[config.mk]
export PLATFORM = sky130hd
export DESIGN_NAME = ccr_regs
export DESIGN_NICKNAME = d
export VERILOG_FILES = /design/src/ccr_regs.v /design/src/ccr_align_path.v
export VERILOG_INCLUDE_DIRS = /design/src
export SDC_FILE = /design/constraint.sdc
export NUM_CORES = 1
export LEC_CHECK = 0
export BUFFER_PORTS_ARGS = -buffer_cell sky130_fd_sc_hd__buf_2
export CAP_MARGIN = 20
export CORE_ASPECT_RATIO = 0.75
export CORE_MARGIN = 2
export CORE_UTILIZATION = 25
export CTS_BUF_LIST = sky130_fd_sc_hd__clkbuf_8
export DETAILED_ROUTE_END_ITERATION = 7
export GPL_ROUTABILITY_DRIVEN = 1
export SKIP_LAST_GASP = 1
export SYNTH_ARGS = -nofsm -noshare
export SYNTH_HDL_FRONTEND = slang
export SYNTH_SLANG_ARGS = --single-unit
[constraint.sdc]
create_clock -name clk_in -period 3.3 [get_ports clk_in]
set_input_delay 0.66 -clock clk_in [delete_from_list [all_inputs] [get_ports clk_in]]
set_output_delay 0.66 -clock clk_in [all_outputs]
set_load 0.05 [all_outputs]
[src/ccr_consts.vh]
// constants of the converter configuration register bank
`ifndef CCR_CONSTS_VH
`define CCR_CONSTS_VH

// ==========================================================
// register byte addresses
`define CCR_ADDR_W 15
`define CCR_ADDR_CONFIG_A 15'h0000
`define CCR_ADDR_OPERATING_MODE_CONFIG 15'h0002
`define CCR_ADDR_DEVICE_CLASS_CODE 15'h0003
`define CCR_ADDR_PART_IDENTIFIER_LO 15'h0004
`define CCR_ADDR_PART_IDENTIFIER_HI 15'h0005
`define CCR_ADDR_MAKER_IDENTIFIER_LO 15'h000C
`define CCR_ADDR_MAKER_IDENTIFIER_HI 15'h000D
`define CCR_ADDR_STREAMING_ADDRESS_CONTROL 15'h0010
`define CCR_ADDR_ALIGNMENT_INPUT_CONTROL 15'h0029
`define CCR_ADDR_ALIGNMENT_INPUT_OPTIONS 15'h002A

// ==========================================================
// reset values
`define CCR_RST_CONFIG_A 8'h20
`define CCR_RST_OPERATING_MODE_CONFIG 8'h00
`define CCR_RST_DEVICE_CLASS_HI 4'h0
`define CCR_RST_STREAMING_ADDRESS_CONTROL 8'h00
`define CCR_RST_ALIGNMENT_INPUT_CONTROL 8'h00
`define CCR_RST_ALIGNMENT_INPUT_OPTIONS 8'h00

// ==========================================================
// field positions
`define CCR_CFGA_SOFT_RESET_BIT 7
`define CCR_CFGA_ADDR_ORDER_BIT 5
`define CCR_CFGA_SDO_ACTIVE_BIT 4
`define CCR_CFGA_WRITE_MASK 8'h6F
`define CCR_MODE_MSB 1
`define CCR_MODE_LSB 0
`define CCR_MODE_NORMAL 2'h0
`define CCR_MODE_POWER_DOWN 2'h3
`define CCR_ADDR_HOLD_BIT 0
`define CCR_PROC_EN_BIT 6
`define CCR_RECV_EN_BIT 5
`define CCR_FINE_SCALE_BIT 4
`define CCR_DELAY_SEL_MSB 3
`define CCR_DELAY_SEL_LSB 0
`define CCR_TIMESTAMP_EN_BIT 3
`define CCR_CLOCK_DC_MODE_BIT 2
`define CCR_REF_DC_MODE_BIT 1
`define CCR_REF_INVERT_BIT 0

// ==========================================================
// serial frame layout
`define CCR_HEADER_BITS 5'd16
`define CCR_FRAME_LAST_BIT 5'd23
`define CCR_READ_FLAG_BIT 15
`define CCR_SAMPLE_W 12

`endif

[src/ccr_regs.v]
// converter configuration register bank behind the serial register port
`timescale 1ns/100ps
`default_nettype none
`include "ccr_consts.vh"

// Summary of operation
// - mode field: 0 normal, 3 lowest-power power-down, 1 and 2 reserved.
// - low nibble of class register is a fixed read-only class code.
// - part and maker identifiers are fixed sixteen-bit read-only codes.
// - address hold set keeps the address fixed through a streaming access.
// - without hold, address steps up when order bit is 1, else down.
// - receiver enable powers the reference receiver; off after reset.
// - processor enable lets reference events be processed; off after reset.
// - fine scale bit shrinks reference window delay steps.
// - four-bit delay select picks the reference sampling delay.
// - both timestamp enables place the reference on sample LSB.
// - timestamp insertion only with down-converter bypassed.
// - two bits switch clock and reference inputs to DC-coupled mode.
// - invert bit flips the reference before alignment use.
module ccr_regs #(
  parameter [3:0] CLASS_CODE = 4'h9,    // arbitrary value
  parameter [15:0] PART_CODE = 16'h5AC3, // arbitrary value
  parameter [15:0] MAKER_CODE = 16'hA53C // arbitrary value
) (
  input wire clk_in,
  input wire sys_rst_in,
  input wire spi_cs_n_in,
  input wire spi_sclk_in,
  input wire spi_sdi_in,
  output reg spi_sdo_out,
  input wire reference_in,
  input wire general_timestamp_enable_in,
  input wire decimation_bypass_in,
  input wire [`CCR_SAMPLE_W-1:0] sample_in,
  output wire [`CCR_SAMPLE_W-1:0] sample_out,
  output wire reference_level_out,
  output wire reference_event_out,
  output wire [1:0] operating_mode_out,
  output wire normal_operation_out,
  output wire power_down_out,
  output wire reference_receiver_enable_out,
  output wire reference_processor_enable_out,
  output wire window_fine_scale_out,
  output wire [3:0] reference_delay_select_out,
  output wire clock_input_dc_mode_out,
  output wire reference_input_dc_mode_out
);

  // ==========================================================
  // frame states
  localparam [2:0] ST_IDLE = 3'b001;
  localparam [2:0] ST_HEADER = 3'b010;
  localparam [2:0] ST_DATA = 3'b100;

  reg [2:0] state;
  reg [2:0] next_state;
  reg sclk_prev;
  reg [4:0] bit_cnt;
  reg [15:0] shift;
  reg read_op;
  reg [`CCR_ADDR_W-1:0] addr;
  reg [7:0] rd_shift;

  reg [7:0] config_a;
  reg [7:0] operating_mode_config;
  reg [3:0] class_reserved;
  reg [7:0] streaming_address_control;
  reg [7:0] alignment_input_control;
  reg [7:0] alignment_input_options;

  wire sclk_rise;
  wire sclk_fall;
  wire [15:0] shift_in;
  wire header_done;
  wire byte_done;
  wire [`CCR_ADDR_W-1:0] header_addr;
  wire [`CCR_ADDR_W-1:0] next_addr;
  wire [7:0] wr_data;
  wire do_write;

  assign sclk_rise = ~spi_cs_n_in & spi_sclk_in & ~sclk_prev;
  assign sclk_fall = ~spi_cs_n_in & ~spi_sclk_in & sclk_prev;
  assign shift_in = {shift[14:0], spi_sdi_in};
  assign header_done = sclk_rise & state[1] & (bit_cnt == `CCR_HEADER_BITS - 5'd1);
  assign byte_done = sclk_rise & state[2] & (bit_cnt == `CCR_FRAME_LAST_BIT);
  assign header_addr = shift_in[`CCR_ADDR_W-1:0];
  assign wr_data = shift_in[7:0];
  assign do_write = byte_done & ~read_op;

  // ==========================================================
  // streaming address step
  // hold wins over the order bit; a write to these bits first acts on the step out of the next byte
  assign next_addr = streaming_address_control[`CCR_ADDR_HOLD_BIT] ? addr :
                     config_a[`CCR_CFGA_ADDR_ORDER_BIT] ? addr + 15'h0001 :
                     addr - 15'h0001;

  // ==========================================================
  // read mux; unmapped addresses read zero
  function [7:0] read_byte;
    input [`CCR_ADDR_W-1:0] a;
    begin
      case (a)
        `CCR_ADDR_CONFIG_A: begin
          read_byte = (config_a & `CCR_CFGA_WRITE_MASK) | 8'h10;
        end
        `CCR_ADDR_OPERATING_MODE_CONFIG: begin
          read_byte = operating_mode_config;
        end
        `CCR_ADDR_DEVICE_CLASS_CODE: begin
          read_byte = {class_reserved, CLASS_CODE};
        end
        `CCR_ADDR_PART_IDENTIFIER_LO: begin
          read_byte = PART_CODE[7:0];
        end
        `CCR_ADDR_PART_IDENTIFIER_HI: begin
          read_byte = PART_CODE[15:8];
        end
        `CCR_ADDR_MAKER_IDENTIFIER_LO: begin
          read_byte = MAKER_CODE[7:0];
        end
        `CCR_ADDR_MAKER_IDENTIFIER_HI: begin
          read_byte = MAKER_CODE[15:8];
        end
        `CCR_ADDR_STREAMING_ADDRESS_CONTROL: begin
          read_byte = streaming_address_control;
        end
        `CCR_ADDR_ALIGNMENT_INPUT_CONTROL: begin
          read_byte = alignment_input_control;
        end
        `CCR_ADDR_ALIGNMENT_INPUT_OPTIONS: begin
          read_byte = alignment_input_options;
        end
        default: begin
          read_byte = 8'h00;
        end
      endcase
    end
  endfunction

  // ==========================================================
  // frame state machine
  always @* begin
    next_state = state;
    case (state)
      ST_IDLE: begin
        if (~spi_cs_n_in) begin
          next_state = ST_HEADER;
        end
      end
      ST_HEADER: begin
        if (spi_cs_n_in) begin
          next_state = ST_IDLE;
        end else if (header_done) begin
          next_state = ST_DATA;
        end
      end
      ST_DATA: begin
        if (spi_cs_n_in) begin
          next_state = ST_IDLE;
        end
      end
      default: begin
        next_state = ST_IDLE;
      end
    endcase
  end

  always @(posedge clk_in) begin
    if (sys_rst_in) begin
      state <= ST_IDLE;
      sclk_prev <= 1'b0;
      bit_cnt <= 5'd0;
      shift <= 16'h0000;
      read_op <= 1'b0;
      addr <= {`CCR_ADDR_W{1'b0}};
      rd_shift <= 8'h00;
      spi_sdo_out <= 1'b0;
    end else begin
      state <= next_state;
      sclk_prev <= spi_sclk_in;
      if (spi_cs_n_in) begin
        bit_cnt <= 5'd0;
      end else if (sclk_rise) begin
        shift <= shift_in;
        // data phase repeats byte after byte while select stays low
        if (byte_done) begin
          bit_cnt <= `CCR_HEADER_BITS;
        end else begin
          bit_cnt <= bit_cnt + 5'd1;
        end
      end
      if (header_done) begin
        read_op <= shift_in[`CCR_READ_FLAG_BIT];
        addr <= header_addr;
        rd_shift <= read_byte(header_addr);
      end else if (byte_done) begin
        addr <= next_addr;
        rd_shift <= read_byte(next_addr);
      end else if (sclk_fall & state[2]) begin
        // data leaves on the falling edge so the host samples it stable on the rising
        spi_sdo_out <= rd_shift[7];
        rd_shift <= {rd_shift[6:0], 1'b0};
      end
    end
  end

  // ==========================================================
  // register writes
  always @(posedge clk_in) begin
    if (sys_rst_in) begin
      config_a <= `CCR_RST_CONFIG_A;
      operating_mode_config <= `CCR_RST_OPERATING_MODE_CONFIG;
      class_reserved <= `CCR_RST_DEVICE_CLASS_HI;
      streaming_address_control <= `CCR_RST_STREAMING_ADDRESS_CONTROL;
      alignment_input_control <= `CCR_RST_ALIGNMENT_INPUT_CONTROL;
      alignment_input_options <= `CCR_RST_ALIGNMENT_INPUT_OPTIONS;
    end else if (do_write) begin
      case (addr)
        `CCR_ADDR_CONFIG_A: begin
          // soft reset is not served here; its bit and the fixed bit are dropped
          config_a <= wr_data & `CCR_CFGA_WRITE_MASK;
        end
        `CCR_ADDR_OPERATING_MODE_CONFIG: begin
          operating_mode_config <= wr_data;
        end
        `CCR_ADDR_DEVICE_CLASS_CODE: begin
          class_reserved <= wr_data[7:4];
        end
        `CCR_ADDR_STREAMING_ADDRESS_CONTROL: begin
          streaming_address_control <= wr_data;
        end
        `CCR_ADDR_ALIGNMENT_INPUT_CONTROL: begin
          // no ordering check: receiver-before-processor is left to the host
          alignment_input_control <= wr_data;
        end
        `CCR_ADDR_ALIGNMENT_INPUT_OPTIONS: begin
          alignment_input_options <= wr_data;
        end
        default: begin
          // identifier and unmapped addresses ignore writes
          config_a <= config_a;
        end
      endcase
    end
  end

  // ==========================================================
  // configuration outputs
  assign operating_mode_out = operating_mode_config[`CCR_MODE_MSB:`CCR_MODE_LSB];
  assign normal_operation_out = (operating_mode_out == `CCR_MODE_NORMAL);
  assign power_down_out = (operating_mode_out == `CCR_MODE_POWER_DOWN);
  assign reference_receiver_enable_out = alignment_input_control[`CCR_RECV_EN_BIT];
  assign reference_processor_enable_out = alignment_input_control[`CCR_PROC_EN_BIT];
  assign window_fine_scale_out = alignment_input_control[`CCR_FINE_SCALE_BIT];
  // zero here hands delay choice to the automatic calibration
  assign reference_delay_select_out =
    alignment_input_control[`CCR_DELAY_SEL_MSB:`CCR_DELAY_SEL_LSB];
  assign clock_input_dc_mode_out = alignment_input_options[`CCR_CLOCK_DC_MODE_BIT];
  assign reference_input_dc_mode_out = alignment_input_options[`CCR_REF_DC_MODE_BIT];

  // ==========================================================
  // reference path
  ccr_align_path u_align_path (
    .clk_in(clk_in),
    .sys_rst_in(sys_rst_in),
    .reference_in(reference_in),
    .receiver_enable_in(reference_receiver_enable_out),
    .processor_enable_in(reference_processor_enable_out),
    .polarity_invert_in(alignment_input_options[`CCR_REF_INVERT_BIT]),
    .timestamp_enable_in(alignment_input_options[`CCR_TIMESTAMP_EN_BIT]),
    .general_timestamp_enable_in(general_timestamp_enable_in),
    .decimation_bypass_in(decimation_bypass_in),
    .sample_in(sample_in),
    .sample_out(sample_out),
    .reference_level_out(reference_level_out),
    .reference_event_out(reference_event_out)
  );

endmodule // ccr_regs
`default_nettype wire

[src/ccr_align_path.v]
// alignment reference input path: polarity, enables, timestamp insertion
`timescale 1ns/100ps
`default_nettype none
`include "ccr_consts.vh"

module ccr_align_path (
  input wire clk_in,
  input wire sys_rst_in,
  input wire reference_in,
  input wire receiver_enable_in,
  input wire processor_enable_in,
  input wire polarity_invert_in,
  input wire timestamp_enable_in,
  input wire general_timestamp_enable_in,
  input wire decimation_bypass_in,
  input wire [`CCR_SAMPLE_W-1:0] sample_in,
  output reg [`CCR_SAMPLE_W-1:0] sample_out,
  output reg reference_level_out,
  output reg reference_event_out
);

  wire next_level;
  wire insert;

  // receiver off holds the level low so no stray event reaches the processor
  assign next_level = receiver_enable_in & (reference_in ^ polarity_invert_in);
  // insertion needs both enables and a bypassed down-converter
  assign insert = timestamp_enable_in & general_timestamp_enable_in & decimation_bypass_in;

  // ==========================================================
  // registers
  always @(posedge clk_in) begin
    if (sys_rst_in) begin
      reference_level_out <= 1'b0;
      reference_event_out <= 1'b0;
      sample_out <= {`CCR_SAMPLE_W{1'b0}};
    end else begin
      reference_level_out <= next_level;
      reference_event_out <= processor_enable_in & next_level & ~reference_level_out;
      if (insert) begin
        sample_out <= {sample_in[`CCR_SAMPLE_W-1:1], next_level};
      end else begin
        sample_out <= sample_in;
      end
    end
  end

endmodule // ccr_align_path
`default_nettype wire

==> run metrics, run 1 <==
startpoint types=flop; deepest clock path buffer count=2; status=finished with violations; maximum VDD drop=0.000331 V; Vias=6369; Gate power share=under 10%; Final GP Congestion=0.949; largest net degree at the start of global routing=77; Final WS setup=0.0827 ns; hpwl dp=15.5 mm; vias in the first global route=5522; hold buffer count at cts=0; met3 usage=5.35%; Core ar.=approximately 25000 µm²; port bufs=47; register area share after synthesis=33.1%; period utilization=97.5%; Max Cap Viol=0; RSZ-0062 raised after global routing=true; most frequent cells in the layout=nand2_1, dfxtp_1, nor2_1; Post-synth EDFFs=0; H-tree Lvls=3; GRT Total Usage=15.3%; violated checks=design-rule violations; # setup viols final=0; Post-Syn Area=around 6300 µm²; routed len/inst=roughly 17 µm; Die ar.=between 20000 and 30000 µm²; drt pass-1 iters=8; Min-Delay Path Depth=1; area grow syn2layout=18.6%; Reg area=2110 µm²; worst skew pair latency=0.39 ns; main flop type after synthesis=dfxtp_1; Post-DP Area=7230 µm²; pre-CTS setup slack=-0.0891 ns; post-route design area=7520 µm²; Synth Register Bits=105; NetSw=between 0.0005 and 0.0006 W; Fin. Hold Viols=0; initial antenna violation count=0; cell count after synthesis=789; DIE WIDTH=around 190 µm; Worst Skew=about 0.012 ns; Slew Limit Headroom=44.8%; Ant. Diodes=0; total CTS buffers=9; Worst-Margin Slew=0.824 ns; Leak=3.00 nW; Tmin final=3.22 ns; drt total wl=20.9 mm; fmax=between 300 and 400 MHz; Final ANT Viol Nets=0; first-pass GRT wire length=32.0 mm; Yosys Warn Count=0; final instance count without filler cells=1197; GR Util met2=20.0%; GRT overflow=0; Die Span Y=142 µm; syn avg cell area=about 8 µm²; power density over the cells=288 nW/µm²; Worst-path clk slew=0.11 ns; clock sink total=105; share of cells above drive strength 1=20.6%; DR vias/cell=5.32; utilization after layout=30.1%; Worst setup EP type=flop; Clk pwr share=a little over a third; WP data required=between 3 and 4 ns; leading cell type in the layout, fill and taps excluded=nand2_1; area of the multi-input gates=4020 µm²; Crit Path Class=flop to flop; CTS Root Cell=clkbuf_8; Int Pwr=0.00159 W; GR Util met1=around a quarter; detailed-route DRC error count=2; # rows=50; CP arrival=between 3 and 4 ns; io pins=48; Layout Nets=between 800 and 900; flop-to-flop setup slack=0.08 ns; worst hold path type=flop to flop; Initial Util=25.4%; Yosys cell types=76; Reg power frac=about three fifths; asr flop ratio synth=0%; starting DRC count in detailed routing=702; worst-path fanout max=7; R2R cell count=10; syn_nets=825; CTS tree=built; Sw Ratio=26.5%; Fill cells=2650; final setup TNS=0 ns; final slew viol count=0; Post-Place Cells=1177; busiest grt layer=met1
==> registers in the layout (all words and copies together) (netlist names), 3 cells and up <==
name,flops
addr,15
alignment_input_control,8
alignment_input_options,8
bit_cnt,5
class_reserved,4
config_a,6
operating_mode_config,8
rd_shift,8
shift,15
state,3
streaming_address_control,8
u_align_path.sample_out,12
==> per-stage QoR <==
step | hold WS, ns | power (W)
floorplan | 0.432 | 0.00140
detailed placement | 0.428 | 0.00144
global placement | 0.428 | 0.00144
CTS | 0.438 | 0.00219
finish | 0.431 | 0.00217
global route | 0.451 | 0.00225
==> power by group through the flow <==
| stage | logic [W] | clock network (W) | registers (W) |
|---|---|---|---|
| 2_1_floorplan | 0.0000567 | 0 | 0.00134 |
| 3_3_place_gp | 0.000120 | 0 | 0.00131 |
| 3_5_place_dp | 0.000120 | 0 | 0.00132 |
| 4_1_cts | 0.000121 | 0.000785 | 0.00129 |
| 5_1_grt | 0.000130 | 0.000830 | 0.00129 |
| 6_report | 0.000122 | 0.000759 | 0.00129 |
==> worst max-delay path, cell delays in order (launching register included) <==
cell and delay, ns:
dfxtp_4 0.39, clkinvlp_4 0.17, fa_2 0.41, a21o_1 0.24, a221oi_2 0.33, mux2_4 0.37
a211o_4 0.37, nor4_4 0.35, a222oi_1 0.18, a31o_1 0.23, a21oi_1 0.12
==> final timing paths <==
kind                                          from                                to
setup / recovery                       config_a[5]                       rd_shift[5]
hold / removal    u_align_path.reference_level_out  u_align_path.reference_event_out
setup reg to reg                       config_a[5]                       rd_shift[5]
hold reg to reg   u_align_path.reference_level_out  u_align_path.reference_event_out
==> cells in the mapped netlist (4+ instances only) <==
library cell,count,area share [%]
nor3b_1,9,1.1
nand3_1,12,0.95
xnor2_1,10,1.4
a21oi_1,54,4.3
dfxtp_1,105,33
or3_1,7,0.69
buf_4,8,0.95
o21ai_1,6,0.47
nand4_1,9,0.89
a311oi_1,8,1.1
and4_1,4,0.55
a222oi_1,11,1.7
o22ai_1,4,0.39
nor2_1,86,5.1
buf_2,8,0.63
clkbuf_1,37,2.2
a31oi_1,6,0.59
ha_1,15,3.0
a32oi_1,6,0.83
o211a_1,6,0.95
and3_1,6,0.59
nor3_1,17,1.3
o21a_1,7,0.83
buf_1,6,0.36
inv_1,6,0.36
nor2b_1,18,1.8
xor2_1,10,1.4
o211ai_1,7,0.83
nor4_1,7,0.69
a211oi_1,9,1.1
o21ai_0,32,2.5
mux2i_1,37,5.8
nand3b_1,5,0.59
mux2_2,9,1.6
and2_1,7,0.69
a21o_1,7,0.83
a22oi_1,6,0.71
nand2_1,116,6.9
a221oi_1,6,0.83
==> logic make-up (layout without fill, tap and decap cells) <==
group                      count (synthesis)  after routing  share of synthesized area, %
DFF                                      105            105                          33.1
and+or+nand+nor                          330            330                          26.1
muxes                                     46             46                          7.44
xor gates and xnor gates                  20             20                          2.76
buffers and inverters                     68            138                          4.89
AOI/OAI and AO/OA                        204            204                          22.4
adders and majority gates                 16             16                          3.27
==> timing repair <==
item	in CTS	in global routing
gates cloned	0	1
resized for setup	3	15
pin swaps	1	3
buffers inserted	2	2
setup endpoints to repair	6	8
==> area by class of cell <==
type | count | share of cell area, %
multi-input cells | 616 | 53.5
inverters | 7 | 0.399
clock inverters | 6 | 0.715
repair inverters | 1 | 0.0998
clock buffers | 9 | 1.65
well taps | 338 | 5.62
flip-flops and latches | 105 | 28.0
repair buffers | 115 | 10.1
==> routing by layer <==
metal  share of wire [%]  wire length (µm)
met5                   0                 0
met3                  12              2590
met4                 1.2               256
met2                  38              7990
met1                  48             10100
(Power assumes the default switching activity.)
==> inputs of run 2 (changes only) <==
--- a/config.mk
+++ b/config.mk
@@ -14,6 +14,7 @@
 export CTS_BUF_LIST = sky130_fd_sc_hd__clkbuf_8
 export DETAILED_ROUTE_END_ITERATION = 7
 export GPL_ROUTABILITY_DRIVEN = 1
+export SETUP_SLACK_MARGIN = 0.1
 export SKIP_LAST_GASP = 1
 export SYNTH_ARGS = -nofsm -noshare
 export SYNTH_HDL_FRONTEND = slang
==> run metrics, run 2 (same netlist as run 1, synthesis figures left out) <==
Post-DP Area=7290 µm² (+0.80%); Crit Path Class=flop to flop; worst skew pair latency=0.39 ns (about the same); HP Start=u_align_path.reference_level_out; Ant. Diodes=0 (unchanged); Fill cells=2624 (-0.98%); Initial Util=25.4% (unchanged); first-pass GRT wire length=32.9 mm (+2.8%); RSZ-0062 raised after global routing=true; Min-Delay Path Depth=1 (unchanged); area of the multi-input gates=4210 µm² (+4.7%); largest net degree at the start of global routing=95 (+23%); Worst Skew=0.0162 ns (+0.00454 ns); GRT Total Usage=15.6% (+0.24 points); port bufs=47 (unchanged); most frequent cells in the layout=nand2_1, dfxtp_1, nor2_1; # rows=50 (unchanged); R2R cell count=15 (+5); H-tree Lvls=3 (unchanged); flop-to-flop setup slack=0.08 ns (about the same); routed len/inst=17.7 µm (+1.1%); detailed-route DRC error count=0 (-2); Reg area=2100 µm² (-0.12%); initial antenna violation count=0 (unchanged); Leak=3.11 nW (+3.7%); startpoint types=flop; Worst-Margin Slew=0.719 ns (-0.106 ns); clock sink total=105 (unchanged); WHS=0.446 ns (+0.0150 ns); # setup viols final=0 (unchanged); io pins=48 (unchanged); Hold Path End=u_align_path.reference_event_out; Core ar.=25000 µm² (unchanged); Final GP Congestion=0.919 (-3.2%); total CTS buffers=9 (unchanged); vias in the first global route=5741 (+4.0%); Worst-path clk slew=0.11 ns (about the same); CTS tree=built; Die ar.=26700 µm² (unchanged); period utilization=97.6% (+0.10 points); worst-path fanout max=6 (-1); Total Power=0.00228 W (+5.4%); status=finished clean; GRT overflow=0 (unchanged); share of cells above drive strength 1=24.6% (+4.0 points); leading cell type in the layout, fill and taps excluded=nand2_1; Vias=6419 (+0.79%); Tmin final=3.22 ns (+0.00344 ns); Final WS setup=0.0793 ns (-0.00344 ns); WP data required=3.59 ns (-0.04 ns); Worst setup EP type=flop; area grow syn2layout=24.2%; biggest regs=addr: 15 flops, shift: 15 flops, u_align_path.sample_out: 12 flops; maximum VDD drop=0.000202 V (-39%); reg-to-reg startpoint=config_a[5]; drt total wl=21.4 mm (+2.4%); final slew viol count=0 (unchanged); Die Span Y=142 µm (unchanged); R2R Path End=rd_shift[3]; DR vias/cell=5.29 (-0.54%); hpwl dp=15.5 mm (-0.38%); CP arrival=3.51 ns (-0.04 ns); deepest clock path buffer count=2 (unchanged); CTS Root Cell=clkbuf_8; power density over the cells=290 nW/µm² (+0.65%); Final ANT Viol Nets=0 (unchanged); drt pass-1 iters=7 (-1); Layout Nets=906 (+1.7%); pre-CTS setup slack=-0.0944 ns (-0.00529 ns); starting DRC count in detailed routing=731 (+4.1%); Fin. Hold Viols=0 (unchanged); fmax=310 MHz (-0.11%); worst hold path type=flop to flop; Slew Limit Headroom=52.0% (+7.2 points); post-route design area=7880 µm² (+4.7%); DIE WIDTH=188 µm (unchanged); Max Cap Viol=0 (unchanged); CP Launch Point=config_a[5]
## run 2: cell types whose count changed in the layout (fill, tap and decap cells not counted), moves of 3 or more
cell        delta
a2111oi_4      +3
buf_4         +11
buf_6          +4
clkinvlp_4     -3
ha_1           -4
inv_8          +3
nor4_2         +3
## run 2: worst max-delay path: stages (launching register included)
cell and delay, ns:
dfxtp_2 0.37, clkinvlp_4 0.09, buf_6 0.14, buf_6 0.11, ha_4 0.27, buf_6 0.11, o211ai_1 0.13, o21ai_2 0.28
mux2i_2 0.36, a211o_4 0.24, nor4_4 0.05, buf_4 0.18, a222oi_1 0.40, buf_4 0.18, nand4b_1 0.09, o211a_1 0.11
## run 2: what timing repair did
| action | CTS | global route |
|---|---|---|
| pin swaps | 9 | 28 |
| endpoints found under the setup margin | 7 | 8 |
| hold buffers | 0 | 0 |
| buffers inserted | 8 | 7 |
| resized for setup | 17 | 32 |
## run 2: worst max-delay path by stage
stage	end	depth (start not counted)	slack, ns
floorplan	rd_shift[0]	11	0.007
global placement	rd_shift[0]	12	-0.09
detailed placement	rd_shift[3]	11	-0.09
CTS	rd_shift[3]	15	0.09
global route	rd_shift[5]	11	0.009
finish	rd_shift[3]	15	0.08
## run 2: final cells by class
type                            instances  share of cell area (%)
Timing Repair Buffer                  131                    11.3
Inverter                                7                   0.381
Clock inverter                          6                    1.03
Tap cell                              338                    5.37
Multi-Input combinational cell        616                    53.4
Clock buffer                           10                    1.75
Sequential cell                       105                    26.7
## run 2: report_power, final
part | internal [W] | leakage [nW] | total (W) | switching (W)
clock | 0.000390 | 0.112 | 0.000875 | 0.000484
sequential | 0.00128 | 0.849 | 0.00128 | 0.00000632
combinational | 0.0000355 | 2.14 | 0.000124 | 0.0000881
## run 2: layer usage
| layer | vias to the layer above | global-route usage [%] | part of all wire, % |
|---|---|---|---|
| met5 | - | 0 | 0 |
| met4 | 0 | 2.40 | 1.0 |
| met3 | 28 | 4.02 | 9.6 |
| met2 | 324 | 20.7 | 39 |
| met1 | 3027 | 24.7 | 51 |
| li1 | 3040 | - | - |
## run 2: stage by stage
stage	utilization, %	setup TNS (ns)	cells
finish	31.5	0	1213
global route	31.5	0	1213
CTS	30.6	0	1206
detailed placement	29.2	-0.385	1182
global placement	29.2	-0.424	1182
floorplan	-	0	789
==> inputs of run 3 (changes only) <==
==> constraint.sdc (replaced) <==
create_clock -name clk_in -period 3.3 [get_ports clk_in]
set_input_delay 0.165 -clock clk_in [delete_from_list [all_inputs] [get_ports clk_in]]
set_output_delay 0.165 -clock clk_in [all_outputs]
set_load 0.05 [all_outputs]
==> run metrics, run 3 (same netlist as run 1, synthesis figures left out) <==
status=finished clean; vias in the first global route=5810 (+1.2%); biggest regs=addr: 15 flops, shift: 15 flops, u_align_path.sample_out: 12 flops; utilization after layout=30.9% (-0.61 points); Int Pwr=0.00161 W (-5.5%); Gate power share=5.9% (+0.5 points); Tmin final=3.20 ns (-0.0221 ns); worst skew pair latency=0.38 ns (about the same); deepest clock path buffer count=2 (unchanged); # rows=50 (unchanged); WP data required=3.63 ns (+0.04 ns); final slew viol count=0 (unchanged); Metal-1 WL=10.8 mm (-0.30%); Fill cells=2620 (-0.15%); Slew Limit Headroom=51.2% (-0.78 points); # setup viols final=0 (unchanged); largest net degree at the start of global routing=60 (-37%); Fin. Hold Viols=0 (unchanged); Die ar.=26700 µm² (unchanged); first-pass GRT wire length=33.1 mm (+0.80%); Reg power frac=58.7% (+2.4 points); power density over the cells=284 nW/µm² (-2.1%); fmax=313 MHz (+0.69%); Final ANT Viol Nets=0 (unchanged); worst hold path type=input pin to flop; final instance count without filler cells=1213 (unchanged); Max Cap Viol=0 (unchanged); drt total wl=21.3 mm (-0.69%); Die Span Y=142 µm (unchanged); met3 wire length=1.99 mm (-3.3%); startpoint types=flop; Layout Nets=907 (+0.11%); NetSw=0.000581 W (+0.44%); CTS Root Cell=clkbuf_8; highest metal used=met4; detailed-route DRC error count=0 (unchanged); CTS tree=built; worst-path fanout max=7 (+1); DR vias/cell=5.29 (about the same); Final GP Congestion=0.947 (+3.1%); Sw Ratio=26.5% (+1.2 points); Worst-Margin Slew=0.730 ns (+0.0116 ns); Core ar.=25000 µm² (unchanged); period utilization=96.9% (-0.67 points); DIE WIDTH=188 µm (unchanged); total CTS buffers=9 (unchanged); wire length on met2=8.24 mm (-0.85%); GRT Total Usage=15.7% (+0.11 points); area grow syn2layout=21.8%; Post-Place Cells=1178 (-0.34%); Leak=3.07 nW (-1.2%); clock sink total=105 (unchanged); Worst setup EP type=flop; routed len/inst=17.6 µm (-0.69%); drt pass-1 iters=7 (unchanged); Crit Path Class=flop to flop; Clk pwr share=35.5% (-2.8 points); maximum VDD drop=0.000269 V (+33%); Initial Util=25.4% (unchanged); Worst-path clk slew=0.11 ns (about the same); H-tree Lvls=3 (unchanged); Ant. Diodes=0 (unchanged); hpwl dp=15.5 mm (+0.38%); share of cells above drive strength 1=21.7% (-2.9 points); Vias=6418 (-0.016%); RSZ-0062 raised after global routing=true; initial antenna violation count=0 (unchanged); leading cell type in the layout, fill and taps excluded=nand2_1; io pins=48 (unchanged); most frequent cells in the layout=nand2_1, dfxtp_1, nor2_1; GRT overflow=0 (unchanged); starting DRC count in detailed routing=769 (+5.2%); Worst Skew=0.0152 ns (-0.00103 ns); CP arrival=3.52 ns (about the same); port bufs=47 (unchanged)
## run 3: cell count changes in the layout (fill, tap and decap cells not counted), sizes merged
cell / before / now
buf: 131 / 120
dlygate4sd3: 0 / 11
clkinvlp: 1 / 3
bufinv: 1 / 0
clkbuf: 10 / 9
## run 3: worst max-delay path: stages (launching register included)
cell and delay, ns:
dfxtp_4 0.39, clkinvlp_4 0.17, fa_2 0.42, a21o_1 0.24, a221oi_2 0.31, mux2_4 0.37
a211o_4 0.38, nor4_4 0.19, buf_4 0.21, a222oi_1 0.11, buf_4 0.16, nand3b_1 0.07
o211a_1 0.14
## run 3: cell type report
| class | instances | area [µm²] | area share (%) |
|---|---|---|---|
| clock buffer | 9 | 124 | 1.60 |
| timing repair inverter | 1 | 7.51 | 0.0972 |
| clock inverter | 6 | 63.8 | 0.826 |
| sequential | 105 | 2110 | 27.3 |
| tap | 338 | 423 | 5.48 |
| inverter | 7 | 30.0 | 0.389 |
| timing repair buffer | 131 | 893 | 11.6 |
| multi-input combinational | 616 | 4080 | 52.8 |
## run 3: final timing paths
check | endpoint | cells past startpoint | slack, ns | startpoint
setup / recovery | rd_shift[4] | 12 | 0.10 | config_a[5]
hold reg to reg | u_align_path.reference_event_out | 1 | 0.44 | u_align_path.reference_level_out
setup reg to reg | rd_shift[4] | 12 | 0.10 | config_a[5]
hold / removal | u_align_path.sample_out[0] | 3 | 0.02 | sample_in[0]
## run 3: layer usage
layer | up-vias | global-route usage [%]
li1 | 3047 | -
met1 | 3033 | 25.3
met2 | 309 | 20.6
met3 | 29 | 3.80
met4 | 0 | 2.40
met5 | - | 0
## run 3: power groups by stage
stage / Combinational [W] / Clock, W / Sequential [W]
after floorplan: 0.0000567 / 0 / 0.00134
after global placement: 0.000117 / 0 / 0.00131
after detailed placement: 0.000117 / 0 / 0.00132
after CTS: 0.000126 / 0.000797 / 0.00129
after global routing: 0.000139 / 0.000847 / 0.00129
final: 0.000129 / 0.000777 / 0.00129
## run 3: what timing repair did
action | 4_1_cts | 5_1_grt
endpoints found under the setup margin | 8 | 8
gates resized for setup | 9 | 17
pin swaps | 1 | 9
gates cloned | 1 | 0
buffers inserted | 2 | 6
hold buffers | 10 | 1
hold endpoints to repair | 10 | 1
## run 3: per-stage QoR
step	setup TNS [ns]	area [µm²]	hold WS, ns	power (W)	setup slack, ns
2_1_floorplan	0	6380	0.284	0.00140	0.00699
3_3_place_gp	-0.254	7240	0.371	0.00143	-0.0642
3_5_place_dp	-0.310	7240	0.377	0.00143	-0.0717
4_1_cts	0	7590	0.00238	0.00221	0.106
5_1_grt	-0.0544	7720	0.0176	0.00227	-0.0149
6_report	0	7720	0.0233	0.00219	0.101
